==> config.mk <==
export PLATFORM = sky130hd
export DESIGN_NAME = payload_sender_flat
export DESIGN_NICKNAME = d
export VERILOG_FILES = /design/src/core/can_payload_pkg.sv /design/src/core/can_payload_if.sv /design/src/core/crc16_byte_step.sv /design/src/core/payload_sender.sv /design/src/flat_wrapper.sv
export SDC_FILE = /design/constraint.sdc
export NUM_CORES = 1
export LEC_CHECK = 0
export BUFFER_PORTS_ARGS = -buffer_cell sky130_fd_sc_hd__clkbuf_2
export CORE_UTILIZATION = 52
export CTS_CLUSTER_DIAMETER = 120
export CTS_CLUSTER_SIZE = 10
export DETAILED_ROUTE_END_ITERATION = 7
export MAX_ROUTING_LAYER = met4
export PLACE_DENSITY = 0.86
export SYNTH_ARGS = -nofsm -noshare
export SYNTH_HDL_FRONTEND = slang
export SYNTH_SLANG_ARGS = --single-unit
==> constraint.sdc <==
create_clock -name mclk -period 2.85 [get_ports mclk]
set_input_delay 0.285 -clock mclk [delete_from_list [all_inputs] [get_ports mclk]]
set_output_delay 0.285 -clock mclk [all_outputs]
set_load 0.01 [all_outputs]
==> src/core/can_payload_pkg.sv <==
// Purpose: shared constants for the steering CAN payload sender and checker
// Assumes: one 8-byte payload moves over the link one byte per cycle
// Notes: crc is msb-first, non-reflected, no final xor
//
// Functional notes
// - speed message expected every 100 ms
// - speed byte 2 top bits give direction
// - speed bytes 3-4, above 64255 not available
// - speed sequence nibble increments, wraps 15 to 0
// - speed sequence may be used for validity
// - speed bytes 7-8 carry crc16 poly C86C
// - speed message sent on primary and redundant
// - feedback message expected every 50 ms
// - feedback bytes 1-2 flow, above 2000 unavailable
// - feedback bytes 3-4 angle, above 2000 unavailable
// - feedback byte 5 revolutions, 1-80 valid, 255 unavailable
// - feedback sequence nibble increments, wraps 15 to 0
// - feedback bytes 7-8 carry crc16 poly C86C
// - feedback message sent by both controllers
package can_payload_pkg;
   // ***************************************************************
   // framing
   // ***************************************************************
   localparam logic KIND_SPEED = 1'b0;
   localparam logic KIND_FEEDBACK = 1'b1;
   localparam logic CHAN_PRIMARY = 1'b0;
   localparam logic [2:0] PAYLOAD_LAST_IDX = 3'h5;
   localparam logic [2:0] CRC_LO_IDX = 3'h6;
   localparam logic [2:0] CRC_HI_IDX = 3'h7;
   localparam logic [2:0] SEQ_IDX = 3'h5;
   localparam logic [2:0] DIR_IDX = 3'h1;
   localparam logic [2:0] SPEED_LO_IDX = 3'h2;
   localparam logic [2:0] SPEED_HI_IDX = 3'h3;
   localparam logic [2:0] FLOW_LO_IDX = 3'h0;
   localparam logic [2:0] FLOW_HI_IDX = 3'h1;
   localparam logic [2:0] ANGLE_LO_IDX = 3'h2;
   localparam logic [2:0] ANGLE_HI_IDX = 3'h3;
   localparam logic [2:0] L2L_IDX = 3'h4;
   localparam logic [2:0] PAD1_IDX = 3'h0;
   localparam logic [2:0] PAD5_IDX = 3'h4;
   localparam logic [7:0] RESERVED_BYTE = 8'hFF;
   localparam logic [5:0] RESERVED_DIR_BITS = 6'h3F;
   localparam logic [3:0] RESERVED_NIBBLE = 4'hF;
   localparam logic [3:0] SEQ_STEP = 4'h1;
   // ***************************************************************
   // field limits
   // ***************************************************************
   localparam logic [1:0] DIR_FORWARD = 2'h0;
   localparam logic [1:0] DIR_REVERSE = 2'h1;
   localparam logic [1:0] DIR_ERROR = 2'h2;
   localparam logic [1:0] DIR_NA = 2'h3;
   localparam logic [15:0] SPEED_MAX = 16'hFAFF;
   localparam logic [15:0] POSITION_MAX = 16'h07D0;
   localparam logic [7:0] L2L_MIN = 8'h01;
   localparam logic [7:0] L2L_MAX = 8'h50;
   localparam logic [7:0] L2L_NA = 8'hFF;
   // ***************************************************************
   // crc
   // ***************************************************************
   localparam logic [15:0] CRC_POLY = 16'hC86C;
   localparam logic [15:0] CRC_INIT = 16'hFFFF;
   // ***************************************************************
   // timing
   // ***************************************************************
   localparam int unsigned CLK_KHZ = 10000;
   localparam int unsigned SPEED_PERIOD_MS = 100;
   localparam int unsigned FEEDBACK_PERIOD_MS = 50;
   localparam int unsigned STALE_PERIODS = 2;
   localparam int unsigned STALE_CNT_W = 24;
endpackage : can_payload_pkg

==> src/core/can_payload_if.sv <==
// Purpose: byte link between message sender and payload checker
// Assumes: both ends on mclk
// Notes: byte_first marks byte 1 of a frame; kind and channel hold per frame
`timescale 1ns/10ps
interface can_payload_if;
   logic byte_valid;
   logic byte_first;
   logic [7:0] byte_data;
   logic msg_kind;
   logic msg_channel;
   modport sender (
      output byte_valid,
      output byte_first,
      output byte_data,
      output msg_kind,
      output msg_channel
   );
   modport receiver (
      input byte_valid,
      input byte_first,
      input byte_data,
      input msg_kind,
      input msg_channel
   );
endinterface : can_payload_if

==> src/core/crc16_byte_step.sv <==
// Purpose: one byte step of the crc16, msb first
// Assumes: caller holds the running value
// Notes: purely combinational, unrolled over 8 bits by a loop
`timescale 1ns/10ps
module crc16_byte_step
   import can_payload_pkg::*;
(
   input wire logic [15:0] crc_in,
   input wire logic [7:0] data_in,
   output logic [15:0] crc_out
);
   always_comb begin
      logic [15:0] c;
      c = crc_in;
      for (int i = 7; i >= 0; i--) begin
         if (c[15] ^ data_in[i]) begin
            c = {c[14:0], 1'b0} ^ CRC_POLY;
         end else begin
            c = {c[14:0], 1'b0};
         end
      end
      crc_out = c;
   end
endmodule : crc16_byte_step

==> src/core/payload_sender.sv <==
// Purpose: builds speed and feedback payloads and streams them on the link
// Assumes: send_req is taken only while send_busy is low
// Notes: one sequence counter per kind and channel
`timescale 1ns/10ps
module payload_sender
   import can_payload_pkg::*;
(
   input wire logic mclk,
   input wire logic srst,
   can_payload_if.sender link,
   input wire logic send_req,
   input wire logic send_kind,
   input wire logic send_channel,
   input wire logic [1:0] travel_direction,
   input wire logic [15:0] vehicle_speed_value,
   input wire logic [15:0] estimated_flow,
   input wire logic [15:0] estimated_wheel_angle,
   input wire logic [7:0] lock_to_lock_revolutions,
   output logic send_busy
);
   typedef enum logic {ST_IDLE = 1'b0, ST_SEND = 1'b1} tx_state_e;
   // ***************************************************************
   // state
   // ***************************************************************
   tx_state_e state_reg;
   logic [2:0] idx_reg;
   logic [7:0] buf_reg [0:5];
   logic [15:0] crc_reg;
   logic [3:0] seq_reg [0:3];
   logic [1:0] stream_reg;
   logic valid_reg;
   logic first_reg;
   logic [7:0] data_reg;
   logic kind_reg;
   logic chan_reg;
   logic busy_reg;
   // ***************************************************************
   // byte selection
   // ***************************************************************
   wire [1:0] req_stream = {send_kind, send_channel};
   wire [3:0] req_seq = seq_reg[req_stream];
   wire start = (state_reg == ST_IDLE) & send_req;
   wire in_payload = idx_reg <= PAYLOAD_LAST_IDX;
   wire [7:0] payload_byte = buf_reg[idx_reg[2:0] & 3'h7];
   wire [15:0] crc_seed = (idx_reg == 3'h0) ? CRC_INIT : crc_reg;
   wire [15:0] crc_step;
   wire [7:0] crc_byte = (idx_reg == CRC_LO_IDX) ? crc_reg[7:0] : crc_reg[15:8];
   wire [7:0] tx_byte = in_payload ? payload_byte : crc_byte;
   wire last_byte = idx_reg == CRC_HI_IDX;
   wire [7:0] seq_byte = {RESERVED_NIBBLE, req_seq};

   crc16_byte_step crc_u (
      .crc_in(crc_seed),
      .data_in(payload_byte),
      .crc_out(crc_step)
   );
   // ***************************************************************
   // frame build and send
   // ***************************************************************
   always_ff @(posedge mclk) begin
      if (start) begin
         if (send_kind == KIND_SPEED) begin
            buf_reg[PAD1_IDX] <= RESERVED_BYTE;
            buf_reg[DIR_IDX] <= {travel_direction, RESERVED_DIR_BITS};
            buf_reg[SPEED_LO_IDX] <= vehicle_speed_value[7:0];
            buf_reg[SPEED_HI_IDX] <= vehicle_speed_value[15:8];
            buf_reg[PAD5_IDX] <= RESERVED_BYTE;
         end else begin
            buf_reg[FLOW_LO_IDX] <= estimated_flow[7:0];
            buf_reg[FLOW_HI_IDX] <= estimated_flow[15:8];
            buf_reg[ANGLE_LO_IDX] <= estimated_wheel_angle[7:0];
            buf_reg[ANGLE_HI_IDX] <= estimated_wheel_angle[15:8];
            buf_reg[L2L_IDX] <= lock_to_lock_revolutions;
         end
         buf_reg[SEQ_IDX] <= seq_byte;
      end
   end

   always_ff @(posedge mclk) begin
      if (srst) begin
         state_reg <= ST_IDLE;
         idx_reg <= 3'h0;
         crc_reg <= CRC_INIT;
         stream_reg <= 2'h0;
         valid_reg <= 1'b0;
         first_reg <= 1'b0;
         data_reg <= 8'h00;
         kind_reg <= 1'b0;
         chan_reg <= 1'b0;
         busy_reg <= 1'b0;
         for (int i = 0; i < 4; i++) begin
            seq_reg[i] <= 4'h0;
         end
      end else begin
         valid_reg <= 1'b0;
         first_reg <= 1'b0;
         case (state_reg)
            ST_IDLE: begin
               if (send_req) begin
                  state_reg <= ST_SEND;
                  idx_reg <= 3'h0;
                  stream_reg <= req_stream;
                  kind_reg <= send_kind;
                  chan_reg <= send_channel;
                  busy_reg <= 1'b1;
               end
            end
            ST_SEND: begin
               valid_reg <= 1'b1;
               first_reg <= idx_reg == 3'h0;
               data_reg <= tx_byte;
               if (in_payload) begin
                  crc_reg <= crc_step;
               end
               idx_reg <= idx_reg + 3'h1;
               if (last_byte) begin
                  state_reg <= ST_IDLE;
                  busy_reg <= 1'b0;
                  seq_reg[stream_reg] <= seq_reg[stream_reg] + SEQ_STEP;
               end
            end
            default: begin
               state_reg <= ST_IDLE;
            end
         endcase
      end
   end

   assign link.byte_valid = valid_reg;
   assign link.byte_first = first_reg;
   assign link.byte_data = data_reg;
   assign link.msg_kind = kind_reg;
   assign link.msg_channel = chan_reg;
   assign send_busy = busy_reg;
endmodule : payload_sender

==> src/flat_wrapper.sv <==
// flat-port wrapper written by rule: the top's interface ports become plain ports
module payload_sender_flat import can_payload_pkg::*;
  (mclk, srst, send_req, send_kind, send_channel, travel_direction, vehicle_speed_value, estimated_flow, estimated_wheel_angle, lock_to_lock_revolutions, send_busy, link_byte_valid, link_byte_first, link_byte_data, link_msg_kind, link_msg_channel);
  can_payload_if link_i ();
  input wire logic mclk;
  input wire logic srst;
  input wire logic send_req;
  input wire logic send_kind;
  input wire logic send_channel;
  input wire logic [1:0] travel_direction;
  input wire logic [15:0] vehicle_speed_value;
  input wire logic [15:0] estimated_flow;
  input wire logic [15:0] estimated_wheel_angle;
  input wire logic [7:0] lock_to_lock_revolutions;
  output logic send_busy;
  output wire logic [$bits(link_i.byte_valid)-1:0] link_byte_valid;
  output wire logic [$bits(link_i.byte_first)-1:0] link_byte_first;
  output wire logic [$bits(link_i.byte_data)-1:0] link_byte_data;
  output wire logic [$bits(link_i.msg_kind)-1:0] link_msg_kind;
  output wire logic [$bits(link_i.msg_channel)-1:0] link_msg_channel;
  assign link_byte_valid = link_i.byte_valid;
  assign link_byte_first = link_i.byte_first;
  assign link_byte_data = link_i.byte_data;
  assign link_msg_kind = link_i.msg_kind;
  assign link_msg_channel = link_i.msg_channel;
  payload_sender u_core (.mclk(mclk), .srst(srst), .link(link_i), .send_req(send_req), .send_kind(send_kind), .send_channel(send_channel), .travel_direction(travel_direction), .vehicle_speed_value(vehicle_speed_value), .estimated_flow(estimated_flow), .estimated_wheel_angle(estimated_wheel_angle), .lock_to_lock_revolutions(lock_to_lock_revolutions), .send_busy(send_busy));
endmodule
==> reports/qor.csv, run 1 <==
metric;value;unit
status;complete, no violations;
share of layout cells above drive strength 1;0.378;
hold slack;149;ps
Max VDD drop;0.352;mV
Worst Max-Slew Pin Slew;597;ps
hold endpoint;u_core.link.byte_valid;
Vias/cell;5.73;
WHS Path Cells;2;
R2R depth;8;
critical path class;reg2reg;
Area Overhead vs Synth;18.9;%
flop and latch count out of synthesis;97;
sequential fraction of the synthesis area;0.493;
YS warnings;0;
core box area;9420;sq um
register area;2550;sq um
Die Y;102;um
Clock power frac;0.271;
dpl cells;653;
distinct cell type count after synthesis;51;
# rows;35;
initial core utilization;0.548;
NumNets Final;609;
largest net degree at the start of global routing;41;
Syn Area/Cell;11.7;sq um
Hold Crit Class;in2reg;
CP Max Fanout;6;
multi-input logic area;2560;sq um
Residual DRC;0;
Synth Flop Type;edfxtp_1;
Hold Crit Start;srst;
CTS tree;built;
final setup TNS;0;ps
critical path arrival;3100;ps
Internal;2400;uW
net switching power;915;uW
GR Overflow Total;0;
sequential power share;0.499;
WL final;12.3;mm
Fill cells;665;
via count;3864;
max reg flops;44;
setup violators final;0;
PortBufs;75;
Leak Pwr;0.00241;uW
final slew viol count;0;
Worst-path clk slew;90;ps
drt first pass iters;5;
fmax;352;MHz
Clock Root Buffer;clkbuf_8;
pwr dens;540;nW/um^2
clk sink count;97;
Routed Antenna Nets;0;
hpwl dp;8.66;mm
Final GP Congestion;0.932;
mapped cell area;5160;sq um
top cell type's share of synthesized area;0.349;
wire per inst;18.2;um
Area contributors post-synth;edfxtp_1 35%, dfxtp_1 14%, mux2_2 5.9%;
Setup crit start kind;register;
Async SR Flop Fraction;0;
initial antenna violation count;0;
ANT cells;0;
global-route wire length before repair;18.7;mm
htree depth;3;
Synth area leader;edfxtp_1;
kind of end point of the critical path;register;
clock latency on the worst-skew pair;360;ps
Synth Instances;442;
combinational share of power;0.230;
GRT Total Usage;0.251;
Synthesized Nets;511;
die width;102;um
CTS max path bufs;2;
data required time of the worst path;3110;ps
Final period util;0.997;
Post-Layout Cell Count;674;
Tmin final;2840;ps
vias in the first global route;3833;
EDFF count, synth;60;
count of final hold-check violations;0;
reg2reg end;u_core.crc_reg[3];
Setup Skew;6.68;ps
Sw Share;0.276;
relative slew slack;0.601;
iteration-0 DRC count of the detailed router;251;
worst reg2reg setup slack;7;ps
IO Pins;76;
Die ar.;10300;sq um
total CTS buffers;9;
Max-Cap Viols;0;
-- layout by cell type, fill, tap and decap left out, types with 12 or more instances in the layout --
| master | synthesis | routed |
|---|---|---|
| clkbuf_2 | 0 | 75 |
| edfxtp_1 | 60 | 60 |
| nor2_1 | 44 | 43 |
| nand2_1 | 34 | 33 |
| dfxtp_1 | 37 | 33 |
| buf_4 | 1 | 30 |
| mux2_2 | 27 | 27 |
| or2_2 | 24 | 24 |
| xnor2_1 | 25 | 23 |
| a21oi_1 | 18 | 18 |
| mux2i_1 | 17 | 16 |
| mux4_2 | 13 | 13 |
| o211ai_1 | 12 | 12 |
-- layout make-up --
type | count | share of cell area
Clock inverter | 6 | 0.0106
Tap cell | 129 | 0.0263
Multi-Input combinational cell | 315 | 0.418
Timing Repair Buffer | 108 | 0.103
Clock buffer | 10 | 0.0208
Sequential cell | 97 | 0.416
Inverter | 9 | 0.00551
-- metal layers --
| metal | global-route usage | wire (um) | share of wire |
|---|---|---|---|
| met2 | 0.430 | 6600 | 0.54 |
| met3 | 0.0462 | 608 | 0.050 |
| met5 | - | 0 | 0 |
| met1 | 0.286 | 4480 | 0.37 |
| met4 | 0.113 | 563 | 0.046 |
-- what timing repair did --
item / CTS / global route
hold buffers: 0 / 0
endpoints found under the setup margin: 4 / 6
pin swaps: 1 / 5
gates resized for setup: 1 / 18
setup buffers: 0 / 5
-- logic make-up (layout without fill, tap and decap cells) --
family                   after synthesis  after routing  synth area share
AO/OA/AOI/OAI                         59             59            0.0801
flip-flops                            97             97             0.493
buffers and inverters                 30            133            0.0233
AND/OR/NAND/NOR                      152            152             0.145
adder cells (fa/ha/maj)                6              6            0.0146
multiplexers                          57             57             0.149
XOR/XNOR                              41             41            0.0953
-- cell usage after synthesis, drive strengths merged, types with 6 or more instances --
| cell type | n |
|---|---|
| nand2b | 7 |
| nor2 | 44 |
| o211ai | 12 |
| a21oi | 18 |
| edfxtp | 60 |
| dfxtp | 37 |
| nor3 | 7 |
| xor2 | 7 |
| nand3 | 9 |
| mux2 | 27 |
| mux2i | 17 |
| buf | 6 |
| nand2 | 34 |
| inv | 8 |
| clkbuf | 15 |
| ha | 6 |
| or2 | 24 |
| and2 | 9 |
| mux4 | 13 |
| xnor3 | 6 |
| xnor2 | 26 |
-- stage by stage --
| step | cell area [sq um] | total power [uW] | util | worst slack (ps) |
|---|---|---|---|---|
| after CTS | 6030 | 3270 | 0.640 | 26.2 |
| final | 6130 | 3310 | 0.651 | 7.37 |
| after floorplan | 5170 | 2170 | - | -49.6 |
| after detailed placement | 5830 | 2400 | 0.620 | -19.5 |
| after global routing | 6130 | 3450 | 0.651 | -61.3 |
| after global placement | 5830 | 2380 | 0.620 | 58.8 |
-- worst max path at each step --
| stage | from | end |
|---|---|---|
| floorplan | register | u_core.crc_reg[11] |
| global placement | register | u_core.crc_reg[11] |
| detailed placement | register | u_core.crc_reg[3] |
| CTS | register | u_core.crc_reg[11] |
| global route | register | u_core.crc_reg[3] |
| finish | register | u_core.crc_reg[3] |
-- critical path: stages (launching register included) --
cell,delay (ps)
dfxtp_4,400
mux2_2,370
mux4_2,520
buf_4,180
xnor2_1,150
and4_1,250
nor3_2,270
xnor3_1,280
a211o_1,310
-- power by group through the flow --
stage                     Sequential [uW]  Combinational, uW  Clock, uW
after floorplan                      1660                512          0
after global placement               1680                699          0
after detailed placement             1680                721          0
after CTS                            1650                724        902
after global routing                 1660                827        962
final                                1650                762        898
(Power assumes the default switching activity.)
==> run 2, diff against run 1 <==
==> constraint.sdc (replaced) <==
create_clock -name mclk -period 2.85 [get_ports mclk]
set_input_delay 0.57 -clock mclk [delete_from_list [all_inputs] [get_ports mclk]]
set_output_delay 0.57 -clock mclk [all_outputs]
set_load 0.01 [all_outputs]
==> run 2 against run 1 <==
Via count up 0.54%. Clock skew grew 5.2 ps. Clock-buffer cell count decreased by 1. Sequential cell count stayed put. Largest cell class unchanged. Non-clock buffer count increased by 3. Largest power group unchanged. Power is 1.7% lower. Critical path type unchanged. Fmax increased by 1.2%. Design area is essentially flat.
==> reports/qor.csv, run 2 (synthesis results as in run 1) <==
metric;value;unit;change
status;complete, no violations;;
Worst Max-Slew Pin Slew;588;ps;-8.65 ps
Setup Skew;11.9;ps;+5.25 ps
Die Y;102;um;unchanged
Setup crit start kind;register;;
data required time of the worst path;3120;ps;about the same
max reg flops;44;;unchanged
hpwl dp;8.63;mm;-0.30%
clk sink count;97;;unchanged
CTS tree;built;;
Top delay family on crit path;XOR/XNOR gates;;
largest net degree at the start of global routing;41;;unchanged
final slew viol count;0;;unchanged
initial antenna violation count;0;;unchanged
ANT cells;0;;unchanged
Final period util;0.985;;-0.0120
count of final hold-check violations;0;;unchanged
core box area;9420;sq um;unchanged
Clock Root Buffer;clkbuf_8;;
NumNets Final;612;;+0.49%
commonest cells after routing, fill and taps aside;75 x clkbuf_2, 60 x edfxtp_1, 44 x nor2_1;;
crit-path max cell delay;490;ps;-30 ps
Final GP Congestion;0.941;;+0.98%
critical path arrival;3080;ps;-20 ps
hold_buf cts;0;;unchanged
htree depth;3;;unchanged
fmax;356;MHz;+1.2%
CP max stage cell;xor3_2;;
die width;102;um;unchanged
Post-Layout Cell Count;677;;+0.45%
critical path, cell by cell;inv_1, ha_1, nor2b_1, buf_4, nor2_1, buf_4, xor3_2, xnor2_4, xnor3_1, a211o_1;;
Max-Cap Viols;0;;unchanged
drt first pass iters;5;;unchanged
total CTS buffers;9;;unchanged
dpl cells;655;;+0.31%
# rows;35;;unchanged
CP Max Fanout;10;;+4
commonest non-fill, non-tap cell in the layout;clkbuf_2;;
share of layout cells above drive strength 1;0.381;;+0.00341
Vias/cell;5.74;;about the same
via count;3885;;+0.54%
IO Pins;76;;unchanged
final worst slack;41.6;ps;+34.2 ps
initial core utilization;0.548;;unchanged
vias in the first global route;3985;;+4.0%
wire per inst;17.6;um;-3.2%
Tmin final;2810;ps;-34.2 ps
PortBufs;75;;unchanged
critical path class;reg2reg;;
WL final;11.9;mm;-2.8%
CTS max path bufs;2;;unchanged
Residual DRC;0;;unchanged
Die ar.;10300;sq um;unchanged
Worst-path clk slew;100;ps;about the same
WP buf/inv;3;;+2
Routed Antenna Nets;0;;unchanged
Place WS;-85.0;ps;-65.5 ps
Max VDD drop;0.309;mV;-12%
clock latency on the worst-skew pair;370;ps;about the same
Leak Pwr;0.00243;uW;+1.0%
pwr dens;531;nW/um^2;-1.7%
GR Overflow Total;0;;unchanged
kind of end point of the critical path;register;;
global-route wire length before repair;18.8;mm;+0.56%
iteration-0 DRC count of the detailed router;279;;+11%
GRT Total Usage;0.250;;-0.000812
most used cell along the critical path;buf_4;;
Hold Crit Class;in2reg;;
relative slew slack;0.606;;+0.00500
setup violators final;0;;unchanged
Area Overhead vs Synth;19.0;%;about the same
run 2: final cells by class:
class                           instances  area (sq um)
Multi-Input combinational cell        315          2560
Clock buffer                            9           124
Clock inverter                          7          62.6
Sequential cell                        97          2550
Inverter                                9          33.8
Timing Repair Buffer                  111           649
Fill cell                             686          3280
Tap cell                              129           161
run 2: final timing paths:
kind         slack, ps                startpoint                        to  cells after the start
min                440                      srst    u_core.link.byte_valid                      2
max reg2reg         40         u_core.idx_reg[1]         u_core.crc_reg[3]                     10
min reg2reg        490  u_core.link.byte_data[3]  u_core.link.byte_data[3]                      2
max                 40         u_core.idx_reg[1]         u_core.crc_reg[3]                     10
run 2: per-layer routing:
layer / GRT usage / vias to the layer above / share of wire
met1: 0.277 / 1856 / 0.37
met4: 0.119 / 0 / 0.044
met3: 0.0455 / 44 / 0.058
met5: - / - / 0
met2: 0.436 / 180 / 0.53
li1: - / 1805 / -
run 2: report_power, final:
group / switching (uW) / internal, uW / total (uW)
combinational: 352 / 401 / 754
clock: 516 / 336 / 852
sequential: 70.0 / 1580 / 1650
run 2: through the flow:
| stage | TNS [ps] | hold slack, ps | total power, uW | util | cell area [sq um] |
|---|---|---|---|---|---|
| final | 0 | 443 | 3260 | 0.652 | 6140 |
| after global routing | -170 | 428 | 3400 | 0.652 | 6140 |
| after floorplan | -57.5 | 462 | 2170 | - | 5170 |
| after CTS | 0 | 416 | 3240 | 0.641 | 6040 |
| after detailed placement | -299 | 471 | 2410 | 0.621 | 5850 |
| after global placement | 0 | 462 | 2380 | 0.621 | 5850 |
run 2: timing repair:
item                                    in CTS  in global routing
pin swaps                                    0                  5
setup buffers                                0                  6
gates resized for setup                      2                 14
endpoints found under the setup margin       6                  8
